[src/pkg/timer_chan_pkg.sv]
// constants, types and helpers for the timer channel enable/prescale block
// assumes a 32-bit AXI4-Lite register port with byte addresses
package timer_chan_pkg;

  localparam int ADDR_W = 8;
  localparam int DATA_W = 32;
  localparam int CNT_W  = 16;
  localparam int NCH    = 4;
  localparam int NCOMP  = 3;

  // register byte addresses
  localparam logic [7:0] OFF_DIR   = 8'h00;
  localparam logic [7:0] OFF_PROT  = 8'h04;
  localparam logic [7:0] OFF_ENPOL = 8'h20;
  localparam logic [7:0] OFF_COUNT = 8'h24;
  localparam logic [7:0] OFF_PSC   = 8'h28;
  localparam logic [7:0] OFF_CAP1  = 8'h34;
  localparam logic [7:0] OFF_CAP2  = 8'h38;
  localparam logic [7:0] OFF_CAP3  = 8'h3c;
  localparam logic [7:0] OFF_CAP4  = 8'h40;

  // channel_enable_polarity field layout
  localparam int GRP_STRIDE = 4;
  localparam int BIT_EN     = 0;
  localparam int BIT_POL    = 1;
  localparam int BIT_NEN    = 2;
  localparam int BIT_NPOL   = 3;
  localparam int DIR_STRIDE = 2;

  localparam logic [15:0] ENPOL_RW_MASK = 16'h3fff;
  localparam logic [15:0] POL_MASK      = 16'h2aaa;
  localparam logic [15:0] ENPOL_RST     = 16'h0000;
  localparam logic [15:0] COUNT_RST     = 16'h0000;
  localparam logic [15:0] PSC_RST       = 16'h0000;
  localparam logic [7:0]  DIR_RST       = 8'h00;
  localparam logic [1:0]  PROT_RST      = 2'h0;

  localparam logic [1:0] DIR_OUTPUT  = 2'h0;
  localparam logic [1:0] LOCK_MIN    = 2'h2;
  localparam logic [1:0] RESP_OKAY   = 2'h0;
  localparam logic [1:0] RESP_SLVERR = 2'h2;

  typedef enum logic [1:0] {
    W_ADDR = 2'b01,
    W_RESP = 2'b10
  } wst_t;

  typedef enum logic [1:0] {
    R_ADDR = 2'b01,
    R_DATA = 2'b10
  } rst_t;

  // byte-lane merge of the low half-word
  function automatic logic [15:0] merge16(input logic [15:0] old_v,
                                          input logic [31:0] new_v,
                                          input logic [3:0]  strb);
    logic [15:0] r;
    r = old_v;
    if (strb[0]) r[7:0] = new_v[7:0];
    if (strb[1]) r[15:8] = new_v[15:8];
    return r;
  endfunction : merge16

endpackage : timer_chan_pkg

[src/count_prescaler.sv]
// prescaler and 16-bit up counter with direct software load
// assumes load pulses come from the register slave in the same clock
`timescale 1ns/1ns
module count_prescaler
  import timer_chan_pkg::*;
#(
  parameter int W = CNT_W
) (
  input  wire logic         clock,
  input  wire logic         rst,
  input  wire logic [W-1:0] psc,
  input  wire logic         load,
  input  wire logic [W-1:0] load_val,
  output      logic [W-1:0] count
);

  typedef struct packed {
    logic [W-1:0] pre;
    logic [W-1:0] cnt;
  } cst_t;

  cst_t s_r;
  cst_t s_nxt;

  always_comb begin
    s_nxt = s_r;
    // divide by psc+1
    if (s_r.pre >= psc) begin // [RULE_10]
      s_nxt.pre = '0;
      s_nxt.cnt = s_r.cnt + 1'b1;
    end else begin
      s_nxt.pre = s_r.pre + 1'b1;
    end
    if (load) begin
      s_nxt.cnt = load_val; // [RULE_11]
    end
  end

  always_ff @(posedge clock or posedge rst) begin
    if (rst) begin
      s_r <= '0;
    end else begin
      s_r <= s_nxt;
    end
  end

  assign count = s_r.cnt;
endmodule : count_prescaler

[src/timer_channel_enable_prescale.sv]
// channel enable/polarity control, capture path, counter and prescaler
// assumes AXI4-Lite master on the register port; inputs synchronous to CLOCK
`timescale 1ns/1ns
// Function
// RULE_01: enable bit gates output of output channel
// RULE_02: enable bit gates capture on input channel
// RULE_03: polarity bit 1 makes compare output low-active
// RULE_04: input polarity picks capture edge, trigger inversion
// RULE_05: protection level 2 or 3 locks polarity bits
// RULE_06: bit 2 enables channel 1 complementary output
// RULE_07: bit 3 sets complementary output active level
// RULE_08: channels 2, 3 repeat group at 4, 8
// RULE_09: channel 4 has enable, polarity only; 15:14 reserved
// RULE_10: counter clock is input divided by prescaler+1
// RULE_11: counter reads current count, write loads it
// RULE_12: direction 00 output; change only while disabled
module timer_channel_enable_prescale
  import timer_chan_pkg::*;
(
  input  wire logic              CLOCK,
  input  wire logic              RST,
  input  wire logic [ADDR_W-1:0] AWADDR,
  input  wire logic              AWVALID,
  output      logic              AWREADY,
  input  wire logic [DATA_W-1:0] WDATA,
  input  wire logic [3:0]        WSTRB,
  input  wire logic              WVALID,
  output      logic              WREADY,
  output      logic [1:0]        BRESP,
  output      logic              BVALID,
  input  wire logic              BREADY,
  input  wire logic [ADDR_W-1:0] ARADDR,
  input  wire logic              ARVALID,
  output      logic              ARREADY,
  output      logic [DATA_W-1:0] RDATA,
  output      logic [1:0]        RRESP,
  output      logic              RVALID,
  input  wire logic              RREADY,
  input  wire logic [NCH-1:0]    OC_REF,
  input  wire logic [NCH-1:0]    CH_IN,
  output      logic [NCH-1:0]    CH_OUT,
  output      logic [NCH-1:0]    CH_OE_N,
  output      logic [NCOMP-1:0]  CHN_OUT,
  output      logic [NCOMP-1:0]  CHN_OE_N,
  output      logic [NCH-1:0]    TRIG_OUT,
  output      logic [CNT_W-1:0]  COUNT_VALUE
);

  typedef struct packed {
    wst_t                       wst;
    logic [ADDR_W-1:0]          awaddr;
    logic                       aw_got;
    logic [DATA_W-1:0]          wdata;
    logic [3:0]                 wstrb;
    logic                       w_got;
    logic [1:0]                 bresp;
    rst_t                       rst;
    logic [DATA_W-1:0]          rdata;
    logic [1:0]                 rresp;
    logic [15:0]                enpol;
    logic [7:0]                 dir;
    logic [1:0]                 prot;
    logic [15:0]                psc;
    logic [NCH-1:0]             in_prev;
    logic [NCH-1:0][CNT_W-1:0]  cap;
    logic [NCH-1:0]             out_pin;
    logic [NCH-1:0]             oe_n;
    logic [NCOMP-1:0]           outn_pin;
    logic [NCOMP-1:0]           oen_n;
    logic [NCH-1:0]             trig;
  } st_t;

  st_t               s_r;
  st_t               s_nxt;
  logic              aw_fire;
  logic              w_fire;
  logic              do_wr;
  logic [ADDR_W-1:0] waddr;
  logic [DATA_W-1:0] wdat;
  logic [3:0]        wstb;
  logic              cnt_load;
  logic [CNT_W-1:0]  cnt_load_val;
  logic [CNT_W-1:0]  count;
  logic [NCH-1:0]    is_out;
  logic [NCH-1:0]    en;
  logic [NCH-1:0]    pol;
  logic [NCH-1:0]    edge_hit;

  assign AWREADY = (s_r.wst == W_ADDR) && !s_r.aw_got;
  assign WREADY  = (s_r.wst == W_ADDR) && !s_r.w_got;
  assign BVALID  = (s_r.wst == W_RESP);
  assign BRESP   = s_r.bresp;
  assign ARREADY = (s_r.rst == R_ADDR);
  assign RVALID  = (s_r.rst == R_DATA);
  assign RDATA   = s_r.rdata;
  assign RRESP   = s_r.rresp;

  assign aw_fire = AWVALID && AWREADY;
  assign w_fire  = WVALID && WREADY;
  assign do_wr   = (s_r.wst == W_ADDR) && (s_r.aw_got || aw_fire)
                   && (s_r.w_got || w_fire);
  assign waddr   = s_r.aw_got ? s_r.awaddr : AWADDR;
  assign wdat    = s_r.w_got ? s_r.wdata : WDATA;
  assign wstb    = s_r.w_got ? s_r.wstrb : WSTRB;

  assign cnt_load     = do_wr && (waddr == OFF_COUNT);
  assign cnt_load_val = merge16(count, wdat, wstb); // [RULE_11]

  // per-channel decode of the enable group
  always_comb begin
    for (int i = 0; i < NCH; i++) begin
      is_out[i] = (s_r.dir[DIR_STRIDE*i +: DIR_STRIDE] == DIR_OUTPUT); // [RULE_12]
      en[i]     = s_r.enpol[GRP_STRIDE*i + BIT_EN]; // [RULE_08]
      pol[i]    = s_r.enpol[GRP_STRIDE*i + BIT_POL]; // [RULE_08]
      // rising edge, or falling edge when inverted
      edge_hit[i] = pol[i] ? (s_r.in_prev[i] && !CH_IN[i])
                           : (!s_r.in_prev[i] && CH_IN[i]); // [RULE_04]
    end
  end

  always_comb begin
    logic [15:0] tmp;
    logic [15:0] keep;
    logic [7:0]  dnew;
    tmp   = '0;
    keep  = '0;
    dnew  = '0;
    s_nxt = s_r;

    // write channels
    if (aw_fire) begin
      s_nxt.awaddr = AWADDR;
      s_nxt.aw_got = 1'b1;
    end
    if (w_fire) begin
      s_nxt.wdata = WDATA;
      s_nxt.wstrb = WSTRB;
      s_nxt.w_got = 1'b1;
    end
    case (s_r.wst)
      W_ADDR: begin
        if (do_wr) begin
          s_nxt.wst    = W_RESP;
          s_nxt.aw_got = 1'b0;
          s_nxt.w_got  = 1'b0;
          s_nxt.bresp  = RESP_OKAY;
          case (waddr)
            OFF_ENPOL: begin
              tmp  = merge16(s_r.enpol, wdat, wstb);
              keep = (s_r.prot >= LOCK_MIN) ? POL_MASK : '0; // [RULE_05]
              s_nxt.enpol = ((tmp & ~keep) | (s_r.enpol & keep))
                            & ENPOL_RW_MASK; // [RULE_09]
            end
            OFF_DIR: begin
              tmp  = merge16({8'h00, s_r.dir}, wdat, wstb);
              dnew = tmp[7:0];
              for (int i = 0; i < NCH; i++) begin
                if (!en[i]) begin // [RULE_12]
                  s_nxt.dir[DIR_STRIDE*i +: DIR_STRIDE] =
                    dnew[DIR_STRIDE*i +: DIR_STRIDE];
                end
              end
            end
            OFF_PROT: begin
              tmp = merge16({14'h0000, s_r.prot}, wdat, wstb);
              s_nxt.prot = tmp[1:0];
            end
            OFF_PSC: begin
              s_nxt.psc = merge16(s_r.psc, wdat, wstb); // [RULE_10]
            end
            OFF_COUNT: begin
              s_nxt.bresp = RESP_OKAY;
            end
            default: begin
              s_nxt.bresp = RESP_SLVERR;
            end
          endcase
        end
      end
      W_RESP: begin
        if (BREADY) begin
          s_nxt.wst = W_ADDR;
        end
      end
      default: begin
        s_nxt.wst = W_ADDR;
      end
    endcase

    // read channels
    case (s_r.rst)
      R_ADDR: begin
        if (ARVALID) begin
          s_nxt.rst   = R_DATA;
          s_nxt.rresp = RESP_OKAY;
          s_nxt.rdata = '0;
          case (ARADDR)
            OFF_ENPOL: s_nxt.rdata[15:0] = s_r.enpol;
            OFF_COUNT: s_nxt.rdata[CNT_W-1:0] = count; // [RULE_11]
            OFF_PSC:   s_nxt.rdata[15:0] = s_r.psc;
            OFF_DIR:   s_nxt.rdata[7:0] = s_r.dir;
            OFF_PROT:  s_nxt.rdata[1:0] = s_r.prot;
            OFF_CAP1:  s_nxt.rdata[CNT_W-1:0] = s_r.cap[0];
            OFF_CAP2:  s_nxt.rdata[CNT_W-1:0] = s_r.cap[1];
            OFF_CAP3:  s_nxt.rdata[CNT_W-1:0] = s_r.cap[2];
            OFF_CAP4:  s_nxt.rdata[CNT_W-1:0] = s_r.cap[3];
            default:   s_nxt.rresp = RESP_SLVERR;
          endcase
        end
      end
      R_DATA: begin
        if (RREADY) begin
          s_nxt.rst = R_ADDR;
        end
      end
      default: begin
        s_nxt.rst = R_ADDR;
      end
    endcase

    // channel paths
    s_nxt.in_prev = CH_IN;
    for (int i = 0; i < NCH; i++) begin
      if (!is_out[i] && en[i] && edge_hit[i]) begin // [RULE_02]
        s_nxt.cap[i] = count;
      end
      s_nxt.oe_n[i]    = !(is_out[i] && en[i]); // [RULE_01]
      s_nxt.out_pin[i] = (is_out[i] && en[i]) ? (OC_REF[i] ^ pol[i])
                                              : 1'b0; // [RULE_03]
      s_nxt.trig[i]    = CH_IN[i] ^ pol[i]; // [RULE_04]
    end
    for (int i = 0; i < NCOMP; i++) begin
      s_nxt.oen_n[i] = !(is_out[i]
                        && s_r.enpol[GRP_STRIDE*i + BIT_NEN]); // [RULE_06]
      s_nxt.outn_pin[i] = s_nxt.oen_n[i] ? 1'b0
                          : (!OC_REF[i] ^ s_r.enpol[GRP_STRIDE*i + BIT_NPOL]); // [RULE_07]
    end
  end

  always_ff @(posedge CLOCK or posedge RST) begin
    if (RST) begin
      s_r          <= '0;
      s_r.wst      <= W_ADDR;
      s_r.rst      <= R_ADDR;
      s_r.enpol    <= ENPOL_RST;
      s_r.dir      <= DIR_RST;
      s_r.prot     <= PROT_RST;
      s_r.psc      <= PSC_RST;
      s_r.oe_n     <= '1;
      s_r.oen_n    <= '1;
    end else begin
      s_r <= s_nxt;
    end
  end

  count_prescaler #(
    .W        (CNT_W)
  ) u_count (
    .clock    (CLOCK),
    .rst      (RST),
    .psc      (s_r.psc),
    .load     (cnt_load),
    .load_val (cnt_load_val),
    .count    (count)
  );

  assign CH_OUT      = s_r.out_pin;
  assign CH_OE_N     = s_r.oe_n;
  assign CHN_OUT     = s_r.outn_pin;
  assign CHN_OE_N    = s_r.oen_n;
  assign TRIG_OUT    = s_r.trig;
  assign COUNT_VALUE = count;
endmodule : timer_channel_enable_prescale

[config.mk]
export PLATFORM = sky130hd
export DESIGN_NAME = timer_channel_enable_prescale
export DESIGN_NICKNAME = d
export VERILOG_FILES = /design/src/pkg/timer_chan_pkg.sv /design/src/count_prescaler.sv /design/src/timer_channel_enable_prescale.sv
export SDC_FILE = /design/constraint.sdc
export NUM_CORES = 1
export LEC_CHECK = 0
export BUFFER_PORTS_ARGS = -buffer_cell sky130_fd_sc_hd__buf_2
export CAP_MARGIN = 10
export CORE_ASPECT_RATIO = 1.75
export CORE_MARGIN = 5
export CORE_UTILIZATION = 34
export DETAILED_ROUTE_END_ITERATION = 6
export SLEW_MARGIN = 30
export SYNTH_ARGS = -nofsm -noshare
export SYNTH_HDL_FRONTEND = slang
export SYNTH_HIERARCHICAL = 1
export SYNTH_SLANG_ARGS = --single-unit
[constraint.sdc]
create_clock -name CLOCK -period 5.7 [get_ports CLOCK]
set_input_delay 0.57 -clock CLOCK [delete_from_list [all_inputs] [get_ports CLOCK]]
set_output_delay 0.57 -clock CLOCK [all_outputs]
set_load 0.01 [all_outputs]
==> flow_summary.toml, run 1 <==
[clocking]
path_clk_slew_ps = 60
cts_hold_buf = 0
cts_tree = "done"
clock_sinks = 208
postCtsSetupBuffers = 0
cts_resized = 0
numCtsBuffers = 21
h-tree-depth = 1
clk_latency_ps = 520
cts_root_buf = "clkbuf_16"
cts_buffer_depth = 3

[routing]
drt_first_pass_iters = 4
via_per_inst = 5.395
drt-initial-drc-count = 331
drc = 0
drt-total-wl_mm = 30.94
routedWlPerCell_um = 21.47
num_vias = 7774
drtAntennaViolNets = 0

[power_and_ir_drop]
internal_power_w = 0.003080
switching_power_w = 0.001548
p_comb_share_pct = 27.6
leakagePower_nw = 5.552
power.density_nw_per_um2 = 372.4
netSwitchingFraction_pct = 33.45
peakVddDrop_uv = 176.2
p_clk_share_pct = 30.3
p_seq_share_pct = 42.2

[floorplan]
core_area_um2 = 32700
pin_count = 142
start_util_pct = 34.22
fp.dieArea_um2 = 36780
rows = 88
die_y_um = 250.0
die_width_um = 147.1

[grt]
grt_first_pass_wirelength_mm = 48.09
track_usage_pct = 16.68
grt_start_max_net_pins = 177
antenna_found_initial = 0
gr-total-overflow = 0
grt_pass1_vias = 8098

[sta]
setup_slack_ps = 2461
slew_violations = 0
fin_crit_ps = 3239
rsz0062_at_grt = "no"
fmax_mhz = 308.7
hold_viol = 0
post-route-period-util_pct = 56.83
slew_headroom_pct = 46.29
clock_skew_ps = 23.39
setup_viol = 0
worst_slew_pin_slew_ps = 799.5
tns_ps = 0

[synthesis]
syn_area_um2 = 11190
synth_seq_cells = 208
ys_warn_count = 6
yosysMostFrequentCell = "dfrtp_1"
async_flop_share_pct = 100.0
yosysSeqAreaShare_pct = 46.62
netlist.area_leader.share_pct = 44.50
syn_area_per_cell_um2 = 11.45
ys_top_cells_by_area = "dfrtp_1 45%, mux2_2 16%, buf_4 4.8%"
synth_flop_cell = "dfrtp_1"
synth.distinct_cells = 78
synth_edf_count = 0
syn_inst = 977
yosys-top-cells-count = "199 x dfrtp_1, 163 x mux2_2, 71 x buf_4"
synth_top_cell_by_area = "dfrtp_1"

[final_layout]
drive_gt1_share_pct = 34.56
nFillCells = 3132
layout.nets = 1107
area_growth_pct = 11.09
ff_latch_area_um2 = 5216
multi_input_area_um2 = 5253
antenna_cells = 0

[worst_setup_path]
crit_end = "u_count/count[15]"
end_kind = "flip-flop"
reg2reg_depth = 8
r2r-end = "u_count/count[15]"
cp.arrival_ps = 3630
startpoint = "s_r[203]"
crit_type = "reg2reg"
start_kind = "flip-flop"
path_max_fanout = 28
ff2ff_setup_slack_ps = 2460
crit_required_ps = 6090
worst_path_max_delay_cell = "dfrtp_1"
path_cells = "nor4b_1 > o2111ai_4 > nor4_2 > buf_4 > inv_1 > nand2_1 > a21oi_1 > a311o_1"
cp_slowest_stage_delay_ps = 600
reg2reg_from = "s_r[203]"

[place]
portBuffers = 105
dp_slack_ps = 2511
dpl.hpwl_mm = 22.72
gp_congestion = 0.8277

[min_path]
hold_class = "in2async"

[run_status]
status = "finished clean"

[run]
maxCapViolCount = 0
[power by group through the flow]
stage                     Clock [W]  Combinational (W)  Sequential [W]
final                       0.00140            0.00128         0.00195
after global placement            0            0.00125         0.00197
after detailed placement          0            0.00128         0.00198
after floorplan                   0            0.00103         0.00185
after CTS                   0.00144            0.00129         0.00195
after global routing        0.00150            0.00139         0.00199
[registers in the layout, summed over array words and instances (netlist names), named ones only]
register / cells
s_r: 129
RRESP: 1
BRESP: 1
TRIG_OUT: 4
CH_OUT: 4
RDATA: 16
en: 4
CHN_OE_N: 3
CHN_OUT: 3
CH_OE_N: 4
u_count/count: 16
u_count/s_r: 16
[stage by stage]
stage               std cells  hold WS, ps  area (um^2)  power, W  utilization (%)
floorplan                 994        406.9        11250  0.002879                -
global placement         1400        457.7        11660  0.003221            35.65
detailed placement       1403        468.6        11720  0.003264            35.84
CTS                      1440        185.3        12400  0.004687            37.93
global route             1441        195.3        12430  0.004874            38.01
finish                   1441        138.5        12430  0.004629            38.01
[layout make-up]
class / count / area share (%)
clock buffers: 30 / 4.741
multi-input cells: 644 / 42.25
repair buffers: 116 / 5.244
clock inverters: 7 / 0.7448
well taps: 405 / 4.076
flip-flops and latches: 208 / 41.96
inverters: 31 / 0.9763
[kinds of logic (layout without fill, tap and decap cells)]
| group | count (synthesis) | in the layout | share of synthesized area (%) |
|---|---|---|---|
| fa+ha+maj | 18 | 18 | 2.013 |
| buf+inv | 142 | 184 | 7.492 |
| flops | 208 | 208 | 46.62 |
| mux | 194 | 194 | 19.29 |
| simple gates | 258 | 258 | 13.90 |
| xor+xnor | 27 | 27 | 2.113 |
| other cells | 1 | 18 | 0.03351 |
| compound gates | 129 | 129 | 8.543 |
[critical path, delay by kind of cell, from the launching register on]
kind	cells	cell delay (ps)
and+or+nand+nor	3	1030
DFF	1	600
buffers and inverters	2	620
AOI/OAI and AO/OA	3	840
[per-layer routing]
metal | vias up | global-route usage (%) | routed length, um
li1 | 3562 | - | -
met1 | 3931 | 17.91 | 11240
met2 | 211 | 31.03 | 16580
met3 | 70 | 2.489 | 1362
met4 | 0 | 8.984 | 1759
met5 | - | 0 | 0
[layout by cell type, fill, tap and decap left out, drive strengths merged, types with 14 or more instances in the layout]
master	netlist	final
nor2	56	56
ha	18	18
mux2i	31	31
buf	93	116
clkbuf	18	30
o21ai	22	22
nor3	17	17
a22oi	14	14
a221oi	15	15
xor2	17	17
conb	1	18
nor4	17	17
inv	31	32
nand2	54	54
dfrtp	199	199
a21oi	18	18
mux2	163	163
nand3	20	20
[worst min path at each step]
stage                     slack, ps      from  cells after the start     endpoint
after global placement          460  RRESP[1]                      1     RRESP[1]
final                           140       RST                      3     s_r[185]
after detailed placement        470  RRESP[1]                      1     RRESP[1]
after CTS                       190  CH_IN[2]                      1      s_r[84]
after global routing            200       RST                      3     s_r[185]
after floorplan                 410  s_r[114]                      1  CHN_OE_N[0]
(Power assumes the default switching activity.)
==> run 2, diff against run 1 <==
==> constraint.sdc (replaced) <==
create_clock -name CLOCK -period 2.8 [get_ports CLOCK]
set_input_delay 0.28 -clock CLOCK [delete_from_list [all_inputs] [get_ports CLOCK]]
set_output_delay 0.28 -clock CLOCK [all_outputs]
set_load 0.01 [all_outputs]
==> run 2 against run 1 <==
  * Worst hold slack worse by 120 ps
  * Non-clock buffer count rose by 46
  * Total power rose by 110%
  * Setup slack got worse by 2200 ps
  * Global-route usage increased by 0.45 points
  * Final cell count up 3.2%
  * Clock skew is 3.3 ps higher
  * Via count up 2.7%
==> flow_summary.toml, run 2 (same netlist as run 1, synthesis figures left out) <==
[final_layout]
regMostFlops = "s_r"
antenna_cells = 0
drive_gt1_share_pct = 36.04
area_growth_pct = 14.13
largest_register_ffs = 129
final_cell_mix = "199 x dfrtp_1, 163 x mux2_2, 105 x buf_2, 56 x nor2_1, 54 x nand2_1"
mostFrequentLayoutCell = "dfrtp_1"
fin_util_pct = 39.05
fin_cells = 1487
layout.nets = 1153

[place]
placedCellCount = 1437
portBuffers = 105
dp_slack_ps = 329.3
dpl.hpwl_mm = 23.58
gp_congestion = 0.8690

[sta]
worst_slew_pin_slew_ps = 734.0
clock_skew_ps = 26.72
fin_crit_ps = 2498
hold_viol = 0
setup_slack_ps = 302.3
rsz0062_at_grt = "no"
tns_ps = 0
hold_ws_ps = 17.37
fmax_mhz = 400.4
slew_headroom_pct = 51.06
post-route-period-util_pct = 89.20
setup_viol = 0
slew_violations = 0

[worst_setup_path]
ff2ff_setup_slack_ps = 300
crit_type = "reg2reg"
reg2reg_depth = 9
cp.arrival_ps = 2900
reg2reg_from = "u_count/s_r[16]"
end_kind = "flip-flop"
crit_required_ps = 3200
start_kind = "flip-flop"
r2r-end = "u_count/count[4]"
path_max_fanout = 13

[floorplan]
die_y_um = 250.0
pin_count = 142
start_util_pct = 34.22
core_area_um2 = 32700
die_width_um = 147.1
rows = 88
fp.dieArea_um2 = 36780

[routing]
drt_first_pass_iters = 5
drtAntennaViolNets = 0
routedWlPerCell_um = 21.20
drt-total-wl_mm = 31.53
drc = 0
drt-initial-drc-count = 489
via_per_inst = 5.371
num_vias = 7986

[grt]
antenna_found_initial = 1
track_usage_pct = 17.13
grt_first_pass_wirelength_mm = 49.76
gr-total-overflow = 0
grt_start_max_net_pins = 82
grt_pass1_vias = 8456

[min_path]
hold_class = "in2reg"
min_from = "WSTRB[0]"
min_to = "s_r[167]"
holdPathStages = 2

[clocking]
h-tree-depth = 1
clk_latency_ps = 520
numCtsBuffers = 21
path_clk_slew_ps = 70
cts_buffer_depth = 3
cts_resized = 0
cts_tree = "done"
clock_sinks = 208
cts_root_buf = "clkbuf_16"

[power_and_ir_drop]
leakagePower_nw = 5.727
p_comb_share_pct = 28.9
p_seq_share_pct = 40.8
switching_power_w = 0.003202
internal_power_w = 0.006418
p_clk_share_pct = 30.4
power.density_nw_per_um2 = 753.3
netSwitchingFraction_pct = 33.29
peakVddDrop_uv = 342.1

[run_status]
status = "finished clean"

[run]
maxCapViolCount = 0
## run 2: per-stage QoR
| stage | instance area, um^2 | power (W) |
|---|---|---|
| after detailed placement | 11930 | 0.006746 |
| after global placement | 11930 | 0.006678 |
| after floorplan | 11260 | 0.005863 |
| after CTS | 12770 | 0.009715 |
| final | 12770 | 0.009621 |
| after global routing | 12770 | 0.01013 |
## run 2: area by class of cell
type / instances / area [um^2]
clock buffers: 30 / 609.3
repair buffers: 162 / 1011
multi-input cells: 644 / 5205
well taps: 405 / 506.7
inverters: 31 / 120.1
fillers: 3137 / 19930
clock inverters: 7 / 102.6
flip-flops and latches: 208 / 5216
## run 2: how the worst max path moves through the flow
stage	slack [ps]	endpoint	startpoint	cells past startpoint
final	300	u_count/count[4]	u_count/s_r[16]	9
after global routing	110	u_count/count[15]	s_r[203]	8
after CTS	280	u_count/count[15]	s_r[203]	8
after detailed placement	330	u_count/count[15]	s_r[203]	8
after global placement	300	u_count/count[4]	u_count/s_r[16]	9
after floorplan	190	u_count/count[4]	s_r[212]	9
## run 2: critical path, cell delays in order (launching register included)
cell	delay, ps
dfrtp_1	380
inv_1	60
ha_1	270
nand2b_1	130
a2111oi_0	450
o311a_1	300
o21ai_1	100
buf_4	180
buf_4	200
o311ai_0	300
## run 2: repair_timing
action,in CTS,in global routing
setup buffers,0,0
hold buffers,13,0
hold endpoints to repair,66,0
## run 2: layer usage
layer,vias to the layer above,routed length [um],part of all wire (%),GRT usage (%)
met2,215,17380,55,33.06
met1,4062,11170,35,17.80
li1,3633,-,-,-
met5,-,13,0.041,0
met4,2,1548,4.9,7.971
met3,74,1414,4.5,2.688
## run 2: power by group through the flow
stage | Clock [W] | Combinational (W) | Sequential (W)
6_report | 0.00292 | 0.00278 | 0.00392
3_5_place_dp | 0 | 0.00277 | 0.00397
2_1_floorplan | 0 | 0.00209 | 0.00377
4_1_cts | 0.00299 | 0.00281 | 0.00392
5_1_grt | 0.00312 | 0.00303 | 0.00398
3_3_place_gp | 0 | 0.00273 | 0.00395
